$ cat src/bbl_pkg.sv
// constants, opcode fields and bus map of the instruction core
// assumes one 100 MHz clock and a classic wishbone master
package bbl_pkg;

    // four clocks make one instruction cycle
    localparam int INSTR_CYCLE_CLKS = 4;

    // instruction word fields
    localparam int WORD_W = 14;
    localparam int PC_W = 13;
    localparam int OPC_HI = 13;
    localparam int OPC_LO = 8;
    localparam int DEST_BIT = 7;
    localparam int FADDR_HI = 6;
    localparam int BITNO_HI = 9;
    localparam int BITNO_LO = 7;
    localparam int JUMP_HI = 10;
    localparam int PCLATCH_HI = 4;
    localparam int PCLATCH_LO = 3;

    // byte oriented opcodes, bits 13..8
    localparam logic [5:0] OPC_ADD_FILE = 6'h07;
    localparam logic [5:0] OPC_AND_FILE = 6'h05;
    localparam logic [5:0] OPC_CLEAR = 6'h01;
    localparam logic [5:0] OPC_INVERT = 6'h09;
    localparam logic [5:0] OPC_DEC = 6'h03;
    localparam logic [5:0] OPC_DEC_SKIP = 6'h0b;
    localparam logic [5:0] OPC_INC = 6'h0a;
    localparam logic [5:0] OPC_INC_SKIP = 6'h0f;
    localparam logic [5:0] OPC_OR_FILE = 6'h04;
    localparam logic [13:0] WORD_WATCHDOG_KICK = 14'h0064;
    // literal opcodes under class 11, and/or in bits 11..8, add in bits 11..9
    localparam logic [3:0] OPC_AND_LIT = 4'h9;
    localparam logic [3:0] OPC_OR_LIT = 4'h8;
    localparam logic [2:0] OPC_ADD_LIT = 3'h7;

    // special file addresses
    localparam logic [6:0] FA_TIMER = 7'h01;
    localparam logic [6:0] FA_STATUS = 7'h03;
    localparam logic [6:0] FA_PORT = 7'h06;
    localparam logic [6:0] FA_PCLATCH = 7'h0a;

    // status bit positions and reset value
    localparam int ST_CARRY = 0;
    localparam int ST_NIBBLE = 1;
    localparam int ST_ZERO = 2;
    localparam int ST_SLEEP = 3;
    localparam int ST_EXPIRY = 4;
    localparam logic [7:0] STATUS_RESET = 8'h18;

    // wishbone map, byte addresses
    localparam logic [7:0] ADR_CTRL = 8'h00;
    localparam logic [7:0] ADR_CORE = 8'h04;
    localparam logic [7:0] ADR_TIMERS = 8'h08;
    localparam logic [7:0] ADR_STACK = 8'h0c;
    localparam int CTRL_RUN = 0;
    localparam int CTRL_PRESC_TIMER = 1;
    localparam int CTRL_RATE_LO = 2;
    localparam int CTRL_RATE_HI = 4;
    localparam logic [7:0] CTRL_RESET = 8'h00;

    localparam int STACK_DEPTH = 8;
    localparam int FILE_DEPTH = 128;

    typedef enum logic [3:0] {
        PH0 = 4'b0001,
        PH1 = 4'b0010,
        PH2 = 4'b0100,
        PH3 = 4'b1000
    } bbl_phase_t;

    typedef enum logic [4:0] {
        OP_NONE, OP_ADD_LIT_ACC, OP_ADD_ACC_FILE, OP_AND_LIT_ACC, OP_AND_ACC_FILE,
        OP_OR_LIT_ACC, OP_OR_ACC_FILE, OP_FILE_ZERO, OP_ACC_ZERO, OP_FILE_INV,
        OP_FILE_DEC, OP_FILE_DEC_SKIP, OP_FILE_INC, OP_FILE_INC_SKIP,
        OP_BIT_CLEAR, OP_BIT_SET, OP_SKIP_CLEAR, OP_SKIP_SET,
        OP_CALL, OP_JUMP, OP_WATCHDOG_KICK
    } bbl_op_t;

endpackage

$ cat src/bbl_core.sv
// instruction decode and execute core with its file registers and timers
// assumes program memory answers combinationally on the same clock
//
// The Wishbone register port and the address map were left to the implementer.
`timescale 1ns/1ns
`default_nettype none

// What this block does
// - self-modifying port operations read the synchronised pin levels, not the latch
// - file write to timer count clears prescaler when prescaler belongs to timer
// - branches and taken skips take two cycles, second one a no-op
// - add-literal adds immediate to accumulator, updates carry, nibble carry, zero
// - add-accumulator-to-file adds, routes by destination bit, updates three flags
// - bit clear and bit set force one file bit, flags untouched
// - skip-if-bit-set discards next instruction when tested bit is one
// - skip-if-bit-clear discards next instruction when tested bit is zero
// - and-literal ands immediate into accumulator, zero flag only
// - and-accumulator-with-file ands, routes by destination bit, zero flag only
// - call pushes pointer plus one, loads target and latch bits 4..3
// - jump loads eleven bits plus latch bits 4..3, two cycles, no flags
// - watchdog kick clears counter and prescaler, sets expiry and sleep bits
// - file zeroize writes zero to file register and sets zero flag
// - accumulator zeroize writes zero to accumulator and sets zero flag
// - file invert complements file, routes by destination bit, zero flag
// - file decrement and increment adjust by one, route result, zero flag
// - decrement-skip stores result, skips next when zero, no flags
// - increment-skip stores result, skips next when zero, no flags
// - or-literal ors immediate into accumulator, zero flag only
// - or-accumulator-with-file ors, routes by destination bit, zero flag
// - one instruction cycle spans four clocks
// - word fields: opcode 13..8, destination 7, address 6..0, bit 9..7
module bbl_core
    import bbl_pkg::*;
(
    input wire logic clk,
    input wire logic reset,
    input wire logic clkEn,
    output logic [PC_W-1:0] progAddr,
    input wire logic [WORD_W-1:0] progData,
    input wire logic [7:0] portPins,
    output logic [7:0] portOut,
    output logic watchdogExpired,
    input wire logic cyc_i,
    input wire logic stb_i,
    input wire logic we_i,
    input wire logic [7:0] adr_i,
    input wire logic [3:0] sel_i,
    input wire logic [31:0] dat_i,
    output logic [31:0] dat_o,
    output logic ack_o
);

    bbl_phase_t phase, next_phase;
    logic [7:0] pinMeta, pinSync;
    logic [PC_W-1:0] pc, next_pc;
    logic [WORD_W-1:0] instr, next_instr;
    logic instrValid, next_instrValid, flush, next_flush;
    logic [7:0] acc, next_acc, status, next_status, timerCount, next_timerCount;
    logic [7:0] presc, next_presc, watchdog, next_watchdog, portLatch, next_portLatch;
    logic [4:0] pcLatch, next_pcLatch;
    logic [2:0] sp, next_sp;
    logic expiryPulse, next_expiryPulse;
    logic [7:0] fileRam [FILE_DEPTH];
    logic [PC_W-1:0] stack [STACK_DEPTH];
    logic ramWe, pushEn;
    logic [6:0] ramAddr;
    logic [7:0] ramData;
    logic [7:0] ctrl, next_ctrl;
    logic ack, next_ack;
    logic [31:0] rdData, next_rdData;

    // operand fetch for execute, special file addresses replace the RAM word
    function automatic logic [7:0] read_file(input logic [6:0] a, input logic [7:0] ram,
            input logic [7:0] pins, input logic [7:0] st, input logic [7:0] tmr,
            input logic [4:0] lat);
        logic [7:0] v;
        v = ram;
        if (a == FA_PORT) begin
            v = pins;
        end else if (a == FA_STATUS) begin
            v = st;
        end else if (a == FA_TIMER) begin
            v = tmr;
        end else if (a == FA_PCLATCH) begin
            v = {3'h0, lat};
        end
        return v;
    endfunction

    function automatic bbl_op_t decode(input logic [WORD_W-1:0] w);
        bbl_op_t op;
        op = OP_NONE;
        case (w[13:12])
            2'b00: begin
                if (w == WORD_WATCHDOG_KICK) begin
                    op = OP_WATCHDOG_KICK;
                end else begin
                    case (w[OPC_HI:OPC_LO])
                        OPC_ADD_FILE: op = OP_ADD_ACC_FILE;
                        OPC_AND_FILE: op = OP_AND_ACC_FILE;
                        OPC_OR_FILE: op = OP_OR_ACC_FILE;
                        OPC_CLEAR: op = w[DEST_BIT] ? OP_FILE_ZERO : OP_ACC_ZERO;
                        OPC_INVERT: op = OP_FILE_INV;
                        OPC_DEC: op = OP_FILE_DEC;
                        OPC_DEC_SKIP: op = OP_FILE_DEC_SKIP;
                        OPC_INC: op = OP_FILE_INC;
                        OPC_INC_SKIP: op = OP_FILE_INC_SKIP;
                        default: op = OP_NONE;
                    endcase
                end
            end
            2'b01: begin
                case (w[11:10])
                    2'b00: op = OP_BIT_CLEAR;
                    2'b01: op = OP_BIT_SET;
                    2'b10: op = OP_SKIP_CLEAR;
                    default: op = OP_SKIP_SET;
                endcase
            end
            2'b10: op = w[11] ? OP_JUMP : OP_CALL;
            default: begin
                if (w[11:9] == OPC_ADD_LIT) begin
                    op = OP_ADD_LIT_ACC;
                end else if (w[11:8] == OPC_AND_LIT) begin
                    op = OP_AND_LIT_ACC;
                end else if (w[11:8] == OPC_OR_LIT) begin
                    op = OP_OR_LIT_ACC;
                end
            end
        endcase
        return op;
    endfunction

    // pins come from outside, two flops before use
    always_ff @(posedge clk or posedge reset) begin
        if (reset) begin
            pinMeta <= 8'h00;
            pinSync <= 8'h00;
        end else if (clkEn) begin
            pinMeta <= portPins;
            pinSync <= pinMeta;
        end
    end

    always_comb begin
        next_phase = phase;
        case (phase)
            PH0: next_phase = PH1;
            PH1: next_phase = PH2;
            PH2: next_phase = PH3;
            PH3: next_phase = PH0;
            default: next_phase = PH0;
        endcase
    end

    always_ff @(posedge clk or posedge reset) begin
        if (reset) begin
            phase <= PH0;
        end else if (clkEn) begin
            phase <= next_phase;
        end
    end

    bbl_op_t op;
    logic tick, presDone, destFile, wrFile, skip, flagsZ, flagsAdd, doExec;
    logic [6:0] fAddr;
    logic [2:0] bitNo;
    logic [7:0] fileVal, lit, res, rateMask, bitMask;
    logic [8:0] sum;
    logic [4:0] nibSum;

    always_comb begin
        fAddr = instr[FADDR_HI:0];
        bitNo = instr[BITNO_HI:BITNO_LO];
        destFile = instr[DEST_BIT];
        lit = instr[7:0];
        op = decode(instr);
        fileVal = read_file(fAddr, fileRam[fAddr], pinSync, status, timerCount, pcLatch);
        bitMask = 8'h01 << bitNo;
        rateMask = 8'((9'h002 << ctrl[CTRL_RATE_HI:CTRL_RATE_LO]) - 9'h001);
        presDone = &(presc | ~rateMask);
        tick = (phase == PH3) && ctrl[CTRL_RUN];
        doExec = tick && instrValid && !flush;
        // carry from bit 7, nibble carry from bit 3
        sum = {1'b0, acc} + {1'b0, (op == OP_ADD_LIT_ACC) ? lit : fileVal};
        nibSum = {1'b0, acc[3:0]} + {1'b0, (op == OP_ADD_LIT_ACC) ? lit[3:0] : fileVal[3:0]};
        res = fileVal;
        wrFile = 1'b0;
        skip = 1'b0;
        flagsZ = 1'b0;
        flagsAdd = 1'b0;
        case (op)
            OP_ADD_LIT_ACC: begin
                res = sum[7:0];
                flagsAdd = 1'b1;
            end
            OP_ADD_ACC_FILE: begin
                res = sum[7:0];
                wrFile = destFile;
                flagsAdd = 1'b1;
            end
            OP_AND_LIT_ACC: begin
                res = acc & lit;
                flagsZ = 1'b1;
            end
            OP_AND_ACC_FILE: begin
                res = acc & fileVal;
                wrFile = destFile;
                flagsZ = 1'b1;
            end
            OP_OR_LIT_ACC: begin
                res = acc | lit;
                flagsZ = 1'b1;
            end
            OP_OR_ACC_FILE: begin
                res = acc | fileVal;
                wrFile = destFile;
                flagsZ = 1'b1;
            end
            OP_FILE_ZERO: begin
                res = 8'h00;
                wrFile = 1'b1;
                flagsZ = 1'b1;
            end
            OP_ACC_ZERO: begin
                res = 8'h00;
                flagsZ = 1'b1;
            end
            OP_FILE_INV: begin
                res = ~fileVal;
                wrFile = destFile;
                flagsZ = 1'b1;
            end
            OP_FILE_DEC, OP_FILE_INC: begin
                res = (op == OP_FILE_INC) ? fileVal + 8'h01 : fileVal - 8'h01;
                wrFile = destFile;
                flagsZ = 1'b1;
            end
            OP_FILE_DEC_SKIP, OP_FILE_INC_SKIP: begin
                res = (op == OP_FILE_INC_SKIP) ? fileVal + 8'h01 : fileVal - 8'h01;
                wrFile = destFile;
                skip = (res == 8'h00);
            end
            OP_BIT_CLEAR, OP_BIT_SET: begin
                res = (op == OP_BIT_SET) ? (fileVal | bitMask) : (fileVal & ~bitMask);
                wrFile = 1'b1;
            end
            OP_SKIP_CLEAR: skip = ((fileVal & bitMask) == 8'h00);
            OP_SKIP_SET: skip = ((fileVal & bitMask) != 8'h00);
            default: res = fileVal;
        endcase
    end

    always_comb begin
        next_pc = pc;
        next_instr = instr;
        next_instrValid = instrValid;
        next_flush = flush;
        next_acc = acc;
        next_status = status;
        next_timerCount = timerCount;
        next_presc = presc;
        next_watchdog = watchdog;
        next_portLatch = portLatch;
        next_pcLatch = pcLatch;
        next_sp = sp;
        next_expiryPulse = 1'b0;
        ramWe = 1'b0;
        ramAddr = fAddr;
        ramData = res;
        pushEn = 1'b0;
        if (tick) begin
            next_instr = progData;
            next_instrValid = 1'b1;
            next_flush = 1'b0;
            next_pc = pc + 13'h0001;
            next_presc = presc + 8'h01;
            // shared prescaler feeds either timer or watchdog
            if (ctrl[CTRL_PRESC_TIMER]) begin
                next_timerCount = presDone ? timerCount + 8'h01 : timerCount;
                next_watchdog = watchdog + 8'h01;
            end else begin
                next_timerCount = timerCount + 8'h01;
                next_watchdog = presDone ? watchdog + 8'h01 : watchdog;
            end
            if (next_watchdog == 8'h00 && watchdog == 8'hff) begin
                next_status[ST_EXPIRY] = 1'b0;
                next_expiryPulse = 1'b1;
            end
        end
        if (doExec) begin
            if (wrFile) begin
                if (fAddr == FA_STATUS) begin
                    next_status[ST_ZERO:ST_CARRY] = res[ST_ZERO:ST_CARRY];
                end else if (fAddr == FA_TIMER) begin
                    next_timerCount = res;
                    if (ctrl[CTRL_PRESC_TIMER]) begin
                        next_presc = 8'h00;
                    end
                end else if (fAddr == FA_PORT) begin
                    next_portLatch = res;
                end else if (fAddr == FA_PCLATCH) begin
                    next_pcLatch = res[4:0];
                end else begin
                    ramWe = 1'b1;
                end
            end else if (op != OP_NONE && op != OP_BIT_CLEAR && op != OP_BIT_SET
                    && op != OP_SKIP_CLEAR && op != OP_SKIP_SET && op != OP_CALL
                    && op != OP_JUMP && op != OP_WATCHDOG_KICK) begin
                next_acc = res;
            end
            if (flagsZ || flagsAdd) begin
                next_status[ST_ZERO] = (res == 8'h00);
            end
            if (flagsAdd) begin
                next_status[ST_CARRY] = sum[8];
                next_status[ST_NIBBLE] = nibSum[4];
            end
            // taken skip costs a no-op cycle
            if (skip) begin
                next_flush = 1'b1;
            end
            if (op == OP_CALL || op == OP_JUMP) begin
                next_pc = {pcLatch[PCLATCH_HI:PCLATCH_LO], instr[JUMP_HI:0]};
                next_flush = 1'b1;
            end
            // return address is the already advanced pointer
            if (op == OP_CALL) begin
                pushEn = 1'b1;
                next_sp = sp + 3'h1;
            end
            if (op == OP_WATCHDOG_KICK) begin
                next_watchdog = 8'h00;
                next_presc = 8'h00;
                next_status[ST_EXPIRY] = 1'b1;
                next_status[ST_SLEEP] = 1'b1;
                next_expiryPulse = 1'b0;
            end
        end
    end

    always_ff @(posedge clk or posedge reset) begin
        if (reset) begin
            pc <= '0;
            instr <= '0;
            instrValid <= 1'b0;
            flush <= 1'b0;
            acc <= 8'h00;
            status <= STATUS_RESET;
            timerCount <= 8'h00;
            presc <= 8'h00;
            watchdog <= 8'h00;
            portLatch <= 8'h00;
            pcLatch <= 5'h00;
            sp <= 3'h0;
            expiryPulse <= 1'b0;
        end else if (clkEn) begin
            pc <= next_pc;
            instr <= next_instr;
            instrValid <= next_instrValid;
            flush <= next_flush;
            acc <= next_acc;
            status <= next_status;
            timerCount <= next_timerCount;
            presc <= next_presc;
            watchdog <= next_watchdog;
            portLatch <= next_portLatch;
            pcLatch <= next_pcLatch;
            sp <= next_sp;
            expiryPulse <= next_expiryPulse;
        end
    end

    // arrays carry no reset, contents are undefined until written
    always_ff @(posedge clk) begin
        if (clkEn && ramWe) begin
            fileRam[ramAddr] <= ramData;
        end
        if (clkEn && pushEn) begin
            stack[sp] <= pc;
        end
    end

    // wishbone slave, ack one cycle after the strobe, writes commit with ack
    always_comb begin
        next_ctrl = ctrl;
        next_ack = cyc_i && stb_i && !ack;
        next_rdData = rdData;
        if (cyc_i && stb_i && !ack) begin
            if (adr_i == ADR_CTRL) begin
                next_rdData = {24'h000000, ctrl};
            end else if (adr_i == ADR_CORE) begin
                next_rdData = {3'h0, pc, status, acc};
            end else if (adr_i == ADR_TIMERS) begin
                next_rdData = {8'h00, presc, watchdog, timerCount};
            end else if (adr_i == ADR_STACK) begin
                next_rdData = {13'h0000, sp, 3'h0, stack[sp - 3'h1]};
            end else begin
                next_rdData = 32'h00000000;
            end
        end
        if (cyc_i && stb_i && ack && we_i && sel_i[0] && adr_i == ADR_CTRL) begin
            next_ctrl = dat_i[7:0];
        end
    end

    always_ff @(posedge clk or posedge reset) begin
        if (reset) begin
            ctrl <= CTRL_RESET;
            ack <= 1'b0;
            rdData <= 32'h00000000;
        end else if (clkEn) begin
            ctrl <= next_ctrl;
            ack <= next_ack;
            rdData <= next_rdData;
        end
    end

    assign progAddr = pc;
    assign portOut = portLatch;
    assign watchdogExpired = expiryPulse;
    assign dat_o = rdData;
    assign ack_o = ack;

endmodule // bbl_core

`default_nettype wire

$ cat config.mk
export PLATFORM = sky130hd
export DESIGN_NAME = bbl_core
export DESIGN_NICKNAME = d
export VERILOG_FILES = /design/src/bbl_pkg.sv /design/src/bbl_core.sv
export SDC_FILE = /design/constraint.sdc
export NUM_CORES = 2
export LEC_CHECK = 0
export BUFFER_PORTS_ARGS = -buffer_cell sky130_fd_sc_hd__buf_2
export CORE_AREA = 2 2 317 319
export DETAILED_ROUTE_END_ITERATION = 8
export DIE_AREA = 0 0 319 321
export PLACE_DENSITY = 0.68
export SETUP_SLACK_MARGIN = 0.1
export SLEW_MARGIN = 20
export SYNTH_ARGS = -nofsm -noshare
export SYNTH_HDL_FRONTEND = slang
export SYNTH_SLANG_ARGS = --single-unit
$ cat constraint.sdc
create_clock -name clk -period 26.5 [get_ports clk]
set_input_delay 5.3 -clock clk [delete_from_list [all_inputs] [get_ports clk]]
set_output_delay 5.3 -clock clk [all_outputs]
set_load 0.01 [all_outputs]
==> results.md <==
* Outcome: finished, final reports clean
* EDFF count, synth at 1125
* Final hold vios at 0
* Worst reg2reg setup slack at 16.81 ns
* I/O pins at 127
* Finished layout cell area at 59730 um2
* Vias/cell at 6.681
* Root buf cell: clkbuf_16
* DR vias at 33480
* Largest net degree at the start of global routing at 113
* Switching Share at 26.16%
* Unrepaired setup endpoints after global routing: false
* WHS at 0.4733 ns
* Max IR drop VDD at 0.06842 mV
* CP delay by family, top: compound AO/OA/AOI/OAI gates
* Final period utilization at 36.57%
* Pint at 3.443 mW
* Async set-reset flop share out of synthesis at 11.07%
* Met2 Use GR at 46.37%
* Core Util, Final at 60.17%
* Area growth from synthesis to layout at 10.83%
* Share of cells above drive strength 1 at 17.99%
* Met1 GRT Util at 42.58%
* Min cycle time layout at 9.690 ns
* DIE HEIGHT at 321 um
* Port Buffers at 96
* Slowest CP cell: a2111oi_0
* Final #Nets at 3705
* Setup Skew at 0.04415 ns
* Initial DRC count at 4212
* CTS buffer count at 131
* Max FO, Critical Path at 93
* Worst setup path endpoint: status[2]
* Reg2reg start: instr[0]
* Post-CTS sizing at 0
* Syn Area/Cell at 15.46 um2
* Gate Count Post-Synth at 3485
* Setup violators final at 0
* WP buf/inv at 5
* Power, Total at 4.662 mW
* Yosys warns at 0
* Total GRT Usage at 30.52%
* TritonCTS clock tree: yes
* CP dominant cell by count: buf_4
* Hpwl dp at 97.29 mm
* Initial Utilization at 54.29%
* Core area at 99280 um2
* Postcts setup bufs at 0
* Worst r2r path cells at 26
* Area leader, netlist: edfxtp_1
* Reg power frac at 51.2%
* Sequential-to-total area share from yosys stat at 69.19%
* GRT overflow at 0
* WL/cell at 31.21 um
* Top_reg_cell synth: edfxtp_1
* Top-count cell post-synth: edfxtp_1
* Cts hold-fix bufs at 0
* Worst slew margin at 23.74%
* Die area at 102400 um2
* Met3 global-route usage at 6.586%
* Post-synth cell types at 115
* Max-cap violations at 0
* CP required at 27.15 ns
* Psw at 1.220 mW
* Layout fillers at 7425
* Critical path class: register to register
* Critical Path Start: instr[0]
* CTS sink cnt at 1265
* Final GP Congestion at 0.9696
* Slew of the pin with the lowest slew margin at 1.144 ns
* Lkg Pwr at 20.58 nW
* CP endpoint kind: register
* Max-slew violations at 0
* Clock power share at 36.9%
* Synth top area share at 62.68%
* Vias in the first global route at 32390
* DRT Wirelength at 156.4 mm
* CTS H-Tree Depth at 4
* Synthesized area at 53900 um2
* Max clock buf depth at 3
* Top post-synthesis cells by area: edfxtp_1 63%, dfrtp_1 6.4%, mux4_2 5.3%, mux2i_1 3.9%, mux2_2 2.2%
* Critical R2R Capture: status[2]
* Clk_lat worst skew at 0.77 ns
* Critical Path Start Type: register
* Post-DRT Antenna Nets at 0
* Combinational power share at 11.9%
* GR peak layer: met2
* 1st-pass router iterations at 6
* First-pass GRT wire length at 225.7 mm
* Clock-pin slew on the worst setup and hold paths at 0.06 ns
* Initial antenna violation count at 2
* DRC viols at 0
* Die extent in x at 319 um
* Critical Path AT at 10.35 ns
* Area of the multi-input gates at 15520 um2
* Final TNS setup at 0 ns
* Levels on crit path at 26
* Power per Cell Area at 78.05 nW/um2
* # rows at 116
* Yosys reg bits at 1265
* CP peak stage delay at 0.67 ns
* Register area at 37300 um2
* Post-Place Cell Area at 55750 um2
* Ant. Diodes at 0
* Worst Hold Class: register to register
* Max frequency at 0.1032 GHz
* Synth top cells by count: 1125 x edfxtp_1, 269 x nor2_1, 224 x nand2_1, 209 x mux2i_1, 138 x dfrtp_1
* Hold Path Depth at 2
-- layout make-up --
| type | instances | share of cell area (%) |
|---|---|---|
| clock inverters | 60 | 0.8022 |
| flip-flops and latches | 1265 | 62.44 |
| repair buffers | 188 | 2.002 |
| inverters | 34 | 0.2262 |
| clock buffers | 171 | 5.825 |
| well taps | 1298 | 2.719 |
| multi-input cells | 1996 | 25.98 |
-- per-layer routing --
| layer | vias to the layer above | part of all wire (%) | wire length, um |
|---|---|---|---|
| met5 | - | 0 | 0 |
| met4 | 0 | 5.0 | 7756 |
| met3 | 404 | 11 | 16510 |
| met2 | 2040 | 45 | 70490 |
| met1 | 16990 | 39 | 61650 |
| li1 | 14050 | - | - |
-- power groups by stage --
stage / Sequential (mW) / Combinational (mW) / Clock, mW
final: 2.39 / 0.555 / 1.72
after global routing: 2.39 / 0.581 / 1.82
after CTS: 2.39 / 0.542 / 1.73
after detailed placement: 2.43 / 0.541 / 0
after global placement: 2.43 / 0.528 / 0
after floorplan: 2.44 / 0.313 / 0
-- logic make-up (layout without fill, tap and decap cells) --
family                     after synthesis  count (layout)  synth area share (%)
AOI/OAI and AO/OA                      683             683                 8.817
DFF                                   1265            1265                 69.19
adders and majority gates               17              17                0.4086
muxes                                  451             451                 11.59
and+or+nand+nor                        787             787                 7.074
buffers and inverters                  255             453                 2.493
xor gates and xnor gates                26              26                0.4225
other                                    1              32              0.006958
-- state kept, by name, indices dropped and copies added (netlist names) --
name             cells
ack_o                1
status               4
watchdogExpired      1
progAddr            13
pcLatch              5
fileRam           1021
ctrl                 8
dat_o               29
portOut              8
timerCount           8
presc                8
instr               14
sp                   3
flush                1
pinMeta              8
phase                4
instrValid           1
pinSync              8
watchdog             8
stack              104
acc                  8
-- cells in the final DEF (no fill, tap or decap), types with 74 or more instances in the layout --
master,count
o21ai_0,120
mux2i_1,209
mux4_2,127
dfrtp_1,134
buf_2,96
nand2_1,224
mux2_2,105
clkbuf_16,132
buf_4,90
nor2_1,265
edfxtp_1,1125
a21oi_1,134
a22oi_1,74
-- worst min-delay path by stage --
stage | start | end | slack, ns
6_report | dat_o[7] | dat_o[7] | 0.47
5_1_grt | dat_o[12] | dat_o[12] | 0.50
4_1_cts | dat_o[7] | dat_o[7] | 0.48
3_5_place_dp | dat_o[7] | dat_o[7] | 0.47
3_3_place_gp | dat_o[7] | dat_o[7] | 0.46
2_1_floorplan | instrValid | instrValid | 0.45
-- metrics by stage --
stage / instances / setup WS [ns]
CTS: 5012 / 16.91
global route: 5012 / 16.51
detailed placement: 4781 / 16.92
finish: 5012 / 16.81
global placement: 4781 / 17.07
floorplan: 3516 / 15.58
-- worst register-to-register path: cells and delay by family (launching register included) --
kind | cells | cell delay (ns)
buf+inv | 5 | 2.44
xor+xnor | 1 | 0.11
mux | 1 | 0.64
flops | 1 | 0.62
simple gates | 5 | 1.38
compound gates | 13 | 3.98
fa+ha+maj | 1 | 0.39
(Power assumes the default switching activity.)
